`src/gpmw_map.vh`:
```
// Purpose: Constants for the pin multiplexer and wake-up front end
// Assumes: 100 MHz system clock
// Notes: Test codes are sampled on port 0 bits 3:0
`ifndef GPMW_MAP_VH
`define GPMW_MAP_VH
`define GPMW_NPINS 18
`define GPMW_CLK_MHZ 100
`define GPMW_TEST_HOLD_US 10
`define GPMW_TEST_HOLD_CYC (`GPMW_TEST_HOLD_US * `GPMW_CLK_MHZ + 1)
`define GPMW_CODE_OTP 4'h0
`define GPMW_CODE_FLASH 4'h1
`define GPMW_CODE_RADIO 4'h3
`define GPMW_DBG_OFF 8'h00
`define GPMW_WAKE_EN_BIT 1
`define GPMW_WAKE_EDGE_BIT 0
`define GPMW_FILT_MATCH 3
`define GPMW_PULL_NONE 2'h0
`define GPMW_PULL_UP 2'h1
`define GPMW_PULL_DOWN 2'h2
`define GPMW_PULL_OFF 2'h3
`endif

```
`src/gpmw_filter.v`:
```
// Purpose: Per-pin synchroniser and optional glitch filter
// Assumes: Raw pin levels are asynchronous to sys_clk
// Notes: Filtered level changes after three matching samples
`timescale 1ns/1ps
`default_nettype none
`include "gpmw_map.vh"
module gpmw_filter #(
  parameter WIDTH = 18
) (
  input wire sys_clk,
  input wire rst,
  input wire [WIDTH-1:0] pin_raw,
  input wire [WIDTH-1:0] pin_filter_enable,
  output wire [WIDTH-1:0] pin_clean
);
  reg [WIDTH-1:0] meta_q; // First synchroniser stage
  reg [WIDTH-1:0] sync_q; // Second synchroniser stage
  reg [WIDTH-1:0] hist1_q; // One sample older
  reg [WIDTH-1:0] hist2_q; // Two samples older
  reg [WIDTH-1:0] level_q; // Accepted filtered level
  integer i;
  ////////////////////////////////////////////////////////////////////////
  // Synchronise, shift history, accept on three matches
  always @(posedge sys_clk or posedge rst) begin
    if (rst) begin
      meta_q <= {WIDTH{1'b0}};
      sync_q <= {WIDTH{1'b0}};
      hist1_q <= {WIDTH{1'b0}};
      hist2_q <= {WIDTH{1'b0}};
      level_q <= {WIDTH{1'b0}};
    end else begin
      meta_q <= pin_raw;
      sync_q <= meta_q;
      hist1_q <= sync_q;
      hist2_q <= hist1_q;
      for (i = 0; i < WIDTH; i = i + 1) begin
        // Three equal samples replace the held level
        if (sync_q[i] == hist1_q[i] && hist1_q[i] == hist2_q[i]) begin
          level_q[i] <= sync_q[i];
        end
      end
    end
  end
  // Bypass selects the plain synchronised level per pin
  assign pin_clean = (pin_filter_enable & level_q) | (~pin_filter_enable & sync_q);
endmodule // gpmw_filter
`default_nettype wire

```
`src/gpmw_pin_mux.v`:
```
// Purpose: Pin multiplexer, GPIO front end, wake-up and test-mode routing
// Assumes: Pins 0-7 port 0, 8-15 port 1, 16-17 port 2
// Notes: Peripheral priority arbitration lives outside this block
`timescale 1ns/1ps
`default_nettype none
`include "gpmw_map.vh"
module gpmw_pin_mux #(
  parameter NPINS = `GPMW_NPINS
) (
  input wire sys_clk,
  input wire rst,
  // Pad side
  input wire [NPINS-1:0] pin_in,
  output reg [NPINS-1:0] pin_out,
  output reg [NPINS-1:0] pin_oe,
  output reg [NPINS-1:0] pin_high_drive,
  output reg [NPINS-1:0] pin_in_enable,
  output reg [NPINS-1:0] pin_pull_up,
  output reg [NPINS-1:0] pin_pull_down,
  input wire test_pin,
  // Processor GPIO side
  input wire [NPINS-1:0] gpio_data_out,
  input wire [NPINS-1:0] gpio_dir_out,
  input wire [NPINS-1:0] gpio_high_drive,
  input wire [2*NPINS-1:0] gpio_pull_mode,
  input wire [NPINS-1:0] pin_filter_enable,
  input wire [2*NPINS-1:0] pin_wake_control,
  input wire [7:0] debug_select_port0,
  input wire [7:0] debug_select_port1,
  output reg [NPINS-1:0] gpio_data_in,
  output reg wake_request,
  // Peripheral side: generic takeover per pin
  input wire [NPINS-1:0] periph_own,
  input wire [NPINS-1:0] periph_out,
  input wire [NPINS-1:0] periph_oe,
  // Debug routing for ports 0 and 1
  input wire [15:0] debug_out,
  input wire [15:0] debug_oe,
  // Master SPI
  input wire master_spi_enable,
  input wire master_spi_data_out,
  input wire master_spi_data_oe,
  input wire master_spi_clock_out,
  input wire master_spi_select_out,
  output reg master_spi_data_in,
  // OTP slave SPI
  output reg otp_spi_active,
  output reg otp_spi_clock_in,
  output reg otp_spi_select_in,
  output reg otp_spi_data_in,
  input wire otp_spi_data_out,
  // Serial flash master SPI
  output reg flash_spi_active,
  input wire flash_spi_clock_out,
  input wire flash_spi_select_out,
  input wire flash_spi_data_out,
  output reg flash_spi_data_in,
  // Radio SPI
  output reg radio_spi_active,
  output reg radio_spi_clock_in,
  output reg radio_spi_select_in,
  output reg radio_spi_data_in,
  output reg radio_chip_enable_in,
  input wire radio_spi_data_out,
  input wire radio_interrupt_out
);
  // Full-width hold count, cut on purpose to the width of the hold counter
  localparam HOLD_FULL = `GPMW_TEST_HOLD_CYC;
  localparam [15:0] HOLD_CYC = HOLD_FULL[15:0];
  // Test-mode states
  localparam [1:0] ST_NONE = 2'h0; // Normal multiplexing
  localparam [1:0] ST_OTP = 2'h1; // Slave SPI into the programmable memory
  localparam [1:0] ST_FLASH = 2'h2; // Master SPI out to a serial flash
  localparam [1:0] ST_RADIO = 2'h3; // Radio SPI brought out to port 1
  wire [NPINS-1:0] clean; // Synchronised, optionally filtered inputs
  reg test_meta_q; // Test pin first stage
  reg test_sync_q; // Test pin second stage
  reg [NPINS-1:0] prev_q; // Last clean level for edge detect
  reg [3:0] code_q; // Code seen last cycle
  reg [15:0] hold_q; // Cycles the code has held
  reg [1:0] state_q; // Active test routing
  reg [1:0] state_d;
  reg wake_d; // Any enabled pin shows its edge this cycle
  reg [2:0] settle_q; // Cycles since reset, saturating
  wire settled; // Inputs have passed the synchroniser and filter
  reg debug_on; // Ports 0 and 1 diverted to debug
  integer i;
  ////////////////////////////////////////////////////////////////////////
  // Input synchroniser and filter
  gpmw_filter #(
    .WIDTH(NPINS)
  ) u_filter (
    .sys_clk(sys_clk),
    .rst(rst),
    .pin_raw(pin_in),
    .pin_filter_enable(pin_filter_enable),
    .pin_clean(clean)
  );
  // Maps a test code to its routing state
  function [1:0] code_state;
    input [3:0] code;
    begin
      if (code == `GPMW_CODE_OTP) code_state = ST_OTP;
      else if (code == `GPMW_CODE_FLASH) code_state = ST_FLASH;
      else if (code == `GPMW_CODE_RADIO) code_state = ST_RADIO;
      else code_state = ST_NONE;
    end
  endfunction
  ////////////////////////////////////////////////////////////////////////
  // Edge detection is held off until the clean levels have settled.
  // The edge history resets low, so a pin idling high behind a pull-up
  // would otherwise look like a rising edge just after reset and
  // raise a spurious wake request.
  assign settled = (settle_q == 3'h7);
  ////////////////////////////////////////////////////////////////////////
  // Wake edge detection on the clean level
  // Each pin compares its clean level against last cycle's; the
  // enable bit gates the pin and the edge bit picks the direction.
  always @* begin
    wake_d = 1'b0;
    for (i = 0; i < NPINS; i = i + 1) begin
      if (settled && pin_wake_control[2*i+`GPMW_WAKE_EN_BIT]) begin
        if (pin_wake_control[2*i+`GPMW_WAKE_EDGE_BIT]) begin
          if (prev_q[i] && !clean[i]) wake_d = 1'b1;
        end else begin
          if (!prev_q[i] && clean[i]) wake_d = 1'b1;
        end
      end
    end
  end
  ////////////////////////////////////////////////////////////////////////
  // Test-mode code qualification
  // A code must stand, with the test pin high, for the whole hold
  // time before its routing is granted. Any change of code or a low
  // test pin drops the routing at once, so a tester that is moving
  // port 0 can never leave half-routed pins behind.
  always @* begin
    state_d = state_q;
    if (!test_sync_q || clean[3:0] != code_q) begin
      state_d = ST_NONE;
    end else if (hold_q >= HOLD_CYC) begin
      state_d = code_state(code_q);
    end
  end
  ////////////////////////////////////////////////////////////////////////
  // Registered state
  always @(posedge sys_clk or posedge rst) begin
    if (rst) begin
      test_meta_q <= 1'b0;
      test_sync_q <= 1'b0;
      prev_q <= {NPINS{1'b0}};
      code_q <= 4'hf;
      hold_q <= 16'h0000;
      state_q <= ST_NONE;
      wake_request <= 1'b0;
      gpio_data_in <= {NPINS{1'b0}};
      settle_q <= 3'h0;
    end else begin
      // Count out the synchroniser and filter latency once after reset
      if (!settled) begin
        settle_q <= settle_q + 3'h1;
      end
      test_meta_q <= test_pin;
      test_sync_q <= test_meta_q;
      prev_q <= clean;
      code_q <= clean[3:0];
      // Count while the pin is high and the code steady
      if (!test_sync_q || clean[3:0] != code_q) begin
        hold_q <= 16'h0000;
      end else if (hold_q < HOLD_CYC) begin
        hold_q <= hold_q + 16'h0001;
      end
      state_q <= state_d;
      wake_request <= wake_d;
      gpio_data_in <= clean;
    end
  end
  ////////////////////////////////////////////////////////////////////////
  // Pad drive and routing, by rising priority
  // Later assignments override earlier ones: processor GPIO first,
  // then peripheral takeover, master SPI, debug, and test mode last.
  // Pull and input-buffer settings stay with the processor, since the
  // peripherals here only claim data and direction.
  // Every output gets a default at the top so no latch is inferred.
  always @* begin
    debug_on = (debug_select_port0 != `GPMW_DBG_OFF) ||
      (debug_select_port1 != `GPMW_DBG_OFF);
    pin_out = {NPINS{1'b0}};
    pin_oe = {NPINS{1'b0}};
    pin_high_drive = {NPINS{1'b0}};
    pin_in_enable = {NPINS{1'b1}};
    pin_pull_up = {NPINS{1'b0}};
    pin_pull_down = {NPINS{1'b0}};
    for (i = 0; i < NPINS; i = i + 1) begin
      // Default processor GPIO; reset inputs leave dir low
      pin_out[i] = gpio_data_out[i];
      pin_oe[i] = gpio_dir_out[i];
      pin_high_drive[i] = gpio_dir_out[i] & gpio_high_drive[i];
      case (gpio_pull_mode[2*i+:2])
        `GPMW_PULL_UP: pin_pull_up[i] = 1'b1;
        `GPMW_PULL_DOWN: pin_pull_down[i] = 1'b1;
        `GPMW_PULL_OFF: pin_in_enable[i] = 1'b0;
        default: pin_in_enable[i] = 1'b1;
      endcase
      if (periph_own[i]) begin
        pin_out[i] = periph_out[i];
        pin_oe[i] = periph_oe[i];
      end
    end
    if (master_spi_enable) begin
      pin_oe[15] = 1'b0;
      pin_out[14] = master_spi_data_out;
      pin_oe[14] = master_spi_data_oe;
      pin_out[13] = master_spi_clock_out;
      pin_oe[13] = 1'b1;
      pin_out[12] = master_spi_select_out;
      pin_oe[12] = 1'b1;
    end
    if (debug_on) begin
      pin_out[15:0] = debug_out;
      pin_oe[15:0] = debug_oe;
    end
    case (state_q)
      ST_OTP: begin
        pin_oe[7:5] = 3'h0;
        pin_out[8] = otp_spi_data_out;
        pin_oe[8] = 1'b1;
      end
      ST_FLASH: begin
        pin_out[7] = flash_spi_data_out;
        pin_out[6] = flash_spi_select_out;
        pin_out[5] = flash_spi_clock_out;
        pin_oe[7:5] = 3'h7;
        pin_oe[8] = 1'b0;
      end
      ST_RADIO: begin
        pin_oe[15:13] = 3'h0;
        pin_oe[11] = 1'b0;
        pin_out[12] = radio_spi_data_out;
        pin_oe[12] = 1'b1;
        pin_out[9] = radio_interrupt_out;
        pin_oe[9] = 1'b1;
      end
      default: begin
        pin_oe[0] = pin_oe[0];
      end
    endcase
  end
  ////////////////////////////////////////////////////////////////////////
  // Peripheral-facing inputs, gated by their mode
  // Inactive interfaces see clock and data low and select high, so a
  // pin wiggling in normal use never looks like an SPI transfer.
  always @* begin
    master_spi_data_in = master_spi_enable & clean[15];
    otp_spi_active = (state_q == ST_OTP);
    flash_spi_active = (state_q == ST_FLASH);
    radio_spi_active = (state_q == ST_RADIO);
    otp_spi_clock_in = otp_spi_active & clean[5];
    otp_spi_select_in = otp_spi_active ? clean[6] : 1'b1;
    otp_spi_data_in = otp_spi_active & clean[7];
    flash_spi_data_in = flash_spi_active & clean[8];
    radio_spi_clock_in = radio_spi_active & clean[15];
    radio_spi_select_in = radio_spi_active ? clean[14] : 1'b1;
    radio_spi_data_in = radio_spi_active & clean[13];
    radio_chip_enable_in = radio_spi_active & clean[11];
  end
endmodule // gpmw_pin_mux
`default_nettype wire

```
`config.mk`:
```
export PLATFORM = sky130hd
export DESIGN_NAME = gpmw_pin_mux
export DESIGN_NICKNAME = d
export VERILOG_FILES = /design/src/gpmw_filter.v /design/src/gpmw_pin_mux.v
export VERILOG_INCLUDE_DIRS = /design/src
export SDC_FILE = /design/constraint.sdc
export NUM_CORES = 1
export LEC_CHECK = 0
export ABC_AREA = 1
export ABC_CLOCK_PERIOD_IN_PS = 3670
export BUFFER_PORTS_ARGS = -buffer_cell sky130_fd_sc_hd__buf_2
export CORE_ASPECT_RATIO = 0.6
export CORE_MARGIN = 10
export CORE_UTILIZATION = 40
export DETAILED_ROUTE_END_ITERATION = 10
export PLACE_DENSITY = 0.9
export SYNTH_ARGS = -nofsm -noshare
export SYNTH_HDL_FRONTEND = slang
export SYNTH_SLANG_ARGS = --single-unit
```
`constraint.sdc`:
```
create_clock -name sys_clk -period 3.67 [get_ports sys_clk]
set_input_delay 0 -clock sys_clk [delete_from_list [all_inputs] [get_ports sys_clk]]
set_output_delay 0 -clock sys_clk [all_outputs]
set_load 0.03 [all_outputs]
```
==> out/qor.log <==
qor: run_status.run_status completed
qor: global_routing.antenna_violations_before_repair 14
qor: global_routing.grt_max_degree 86
qor: setup_path.cp_data_required_time 3670 ps
qor: sta.final_layout_worst_hold_slack 55.70 ps
qor: die.start_util 40.50%
qor: synthesis.yosys_register_bits 136
qor: setup_path.crit_path_max_fanout 10
qor: placed_design.gp_congestion 1.054
qor: sta.finalWorstPathRequiredPeriod 2254 ps
qor: clock_tree.clockRootBuffer sky130_fd_sc_hd__clkbuf_16
qor: synthesis.ys_async_sr_fraction 100.0%
qor: die.rows 37
qor: synthesis.synth_top_cells_by_area sky130_fd_sc_hd__dfrtp_1 (48%), sky130_fd_sc_hd__nand2_1 (12%), sky130_fd_sc_hd__inv_1 (9.1%), sky130_fd_sc_hd__nor2_1 (5.1%), sky130_fd_sc_hd__o21ai_0 (3.6%)
qor: finish.num-nets-final 1634
qor: finish.layout-area-overhead-vs-synth 48.67%
qor: synthesis.yosys_most_used_dff sky130_fd_sc_hd__dfrtp_1
qor: synthesis.synth.yosys.seq_area_share 49.39%
qor: clock_tree.clock_tree.buffer_depth 2
qor: clock_tree.worst_skew_pair.late_latency 410 ps
qor: drt.vias_per_cell 4.907
qor: synthesis.synth_edf_count 0
qor: clock_tree.cts_tree built
qor: drt.wl_per_cell 20.27 um
qor: finish.regArea 0.003408 mm^2
qor: global_routing.overflow 0
qor: placed_design.place.detailed.hpwl 26.34 mm
qor: synthesis.synth.top_cells.by_count sky130_fd_sc_hd__nand2_1 (219), sky130_fd_sc_hd__inv_1 (168), sky130_fd_sc_hd__dfrtp_1 (132)
qor: setup_path.cp.arrival 2250 ps
qor: setup_path.critical_path.cell_chain ha_1, clkinv_1, o21ai_0, a21oi_1, nor2_1, buf_2
qor: drt.detail_route.first_pass.iterations 7
qor: sta.hold_viol_final 0
qor: finish.fin_cells 1605
qor: global_routing.grt_util_overall 26.60%
qor: synthesis.synth.mux.area_fraction 2.738%
qor: global_routing.globalRouteMet3Util 12.87%
qor: setup_path.cpPeakStageDelay 420 ps
qor: clock_tree.number_of_hold_buffers_added_after_cts 38
qor: worst_hold_path.hp-class in2reg
qor: global_routing.globalRouteMet1Util 31.74%
qor: pwr.vdd_ir_drop_max 0.0004105 V
qor: die.floorplan.die.width 189.6 um
qor: clock_tree.number_of_sinks_driven_by_the_clock_tree 136
qor: drt.drt_iter0_markers 763
qor: synthesis.synth.most_common_cell sky130_fd_sc_hd__nand2_1
qor: finish.multiInputGateArea 0.002789 mm^2
qor: sta.final-setup-viol-count 0
qor: synthesis.synthesized_area_fraction_occupied_by_ao_oa_aoi_and_oai_cells 9.193%
qor: synthesis.synth-adder-area-share 1.451%
qor: pwr.totalPowerFinal 4.265 mW
qor: global_routing.grt_first_pass_wirelength 46.67 mm
qor: sta.rsz0062_at_grt false
qor: clock_tree.cts_resized 0
qor: setup_path.timing.critical_path.from_type register
qor: synthesis.synth_area_per_cell 7.824 um^2
qor: synthesis.yosys.area_share.xor_xnor 0.3808%
qor: pwr.power_leakage 6.025 nW
qor: synthesis.synth.lib_cells_used.distinct 37
qor: placed_design.portBuffers 416
qor: drt.remaining_routing_drc_violations 0
qor: setup_path.cell_at_the_slowest_stage_of_the_critical_path sky130_fd_sc_hd__dfrtp_1
qor: flow_run.drv.max_cap_violation_count 0
qor: synthesis.syn-num-nets 1168
qor: sta.max_slew.worst_pin.slew 950.5 ps
qor: die.die_h 121.7 um
qor: synthesis.ys.warnings.count 0
qor: pwr.pwr_density_cell 415.8 mW/mm^2
qor: drt.detailroute.via_count 7876
qor: finish.fraction_of_layout_cells_with_a_size_suffix_above_1 36.74%
qor: clock_tree.cts-htree-levels 4
qor: global_routing.busiest_layer met2
qor: synthesis.number_of_instances_in_the_synthesized_netlist 882
qor: sta.maxSlewViolCount 0
qor: die.core-area 0.01704 mm^2
qor: clock_tree.path_clk_slew 60 ps
qor: global_routing.grt_pass1_vias 7690
qor: synthesis.yosysTopAreaCell sky130_fd_sc_hd__dfrtp_1
qor: clock_tree.post-cts-setup-buffer-count 0
qor: sta.achievable-frequency 443.7 MHz
qor: placed_design.placed_cells 1525
qor: die.io_pins 417
qor: synthesis.synth_largest_type_area_fraction 47.87%
qor: synthesis.synth_area 0.006900 mm^2
qor: sta.timing.slew.headroom 36.64%
qor: sta.post-route-period-util 61.41%
qor: global_routing.met2_track_demand_over_resource_in_global_routing 43.14%
qor: setup_path.crit_type reg2out
qor: finish.fillers 1470
qor: clock_tree.numCtsBuffers 17
qor: synthesis.simple_gate_share_of_the_synthesized_area 26.65%
qor: synthesis.synth_top_family_by_area simple AND/OR/NAND/NOR gates
qor: sta.finClkSkew 11.37 ps
qor: drt.route.final.wire_length 32.53 mm
qor: setup_path.cp-end-kind output port
qor: sta.setup-tns-final 0 ps
qor: drt.route.antenna.remaining_nets 0
qor: die.fp.dieArea 0.02308 mm^2
## layout by cell type, fill, tap and decap left out, types with 13 or more instances in the layout
cell / n
sky130_fd_sc_hd__nor2_1: 94
sky130_fd_sc_hd__dfrtp_1: 132
sky130_fd_sc_hd__nor3_1: 15
sky130_fd_sc_hd__a21o_1: 13
sky130_fd_sc_hd__nand3_1: 43
sky130_fd_sc_hd__clkbuf_16: 17
sky130_fd_sc_hd__buf_2: 416
sky130_fd_sc_hd__dlygate4sd3_1: 38
sky130_fd_sc_hd__o21ai_0: 49
sky130_fd_sc_hd__nand2_1: 219
sky130_fd_sc_hd__o21ai_1: 20
sky130_fd_sc_hd__a21oi_1: 13
sky130_fd_sc_hd__inv_1: 167
## per-layer routing
metal	wire length (um)	part of all wire, %
met3	3680	11
met4	542	1.7
met1	12900	40
met5	65	0.20
met2	15340	47
## path summary, 6_finish.rpt
path	start	to	slack, ps	depth (start not counted)
min in group asynchronous	rst	u_filter.meta_q[4]	250	3
max in group asynchronous	rst	u_filter.hist1_q[15]	2540	4
hold reg to reg	u_filter.meta_q[9]	u_filter.sync_q[9]	350	0
setup reg to reg	settle_q[0]	wake_request	1630	10
setup / recovery	state_q[0]	pin_out[9]	1420	6
hold / removal	pin_wake_control[7]	wake_request	60	5
## final cells by class
type | instances | share of cell area, %
Multi-Input combinational cell | 564 | 27.19
Clock buffer | 17 | 4.147
Timing Repair Buffer | 455 | 24.20
Sequential cell | 136 | 33.22
Clock inverter | 15 | 1.744
Tap cell | 234 | 2.854
Antenna cell | 10 | 0.2439
Inverter | 174 | 6.403
## state kept, by name, summed over array words and instances (netlist names)
name              flops
code_q                4
u_filter.meta_q      18
test_sync_q           1
u_filter.hist1_q     18
hold_q               16
wake_request          1
prev_q               18
test_meta_q           1
state_q               2
u_filter.hist2_q     18
settle_q              3
u_filter.sync_q      18
u_filter.level_q     18
## stage by stage
step / area [um^2] / setup WS, ps / utilization (%)
finish: 10260 / 1416 / 60.22
floorplan: 6900 / 37.16 / -
global placement: 9249 / 1731 / 54.29
CTS: 10230 / 1414 / 60.07
global route: 10240 / 1251 / 60.10
detailed placement: 9249 / 1647 / 54.29
## critical path, delay by kind of cell, from the launching register on
kind	cells	cell delay [ps]
buf+inv	2	630
compound gates	2	320
fa+ha+maj	1	350
simple gates	1	140
flops	1	420
## kinds of logic (layout without fill, tap and decap cells)
family / count (synthesis) / in the layout
simple gates: 424 / 424
buf+inv: 182 / 661
flops: 136 / 136
compound gates: 111 / 111
mux: 18 / 18
fa+ha+maj: 8 / 8
xor+xnor: 3 / 3
other cells: 0 / 10
## where the power goes
| group | switching [mW] | internal, mW | total (mW) |
|---|---|---|---|
| sequential | 0.0716 | 1.60 | 1.68 |
| clock | 0.741 | 0.974 | 1.72 |
| combinational | 0.549 | 0.325 | 0.874 |
| total | 1.36 | 2.90 | 4.27 |
(Power assumes the default switching activity.)
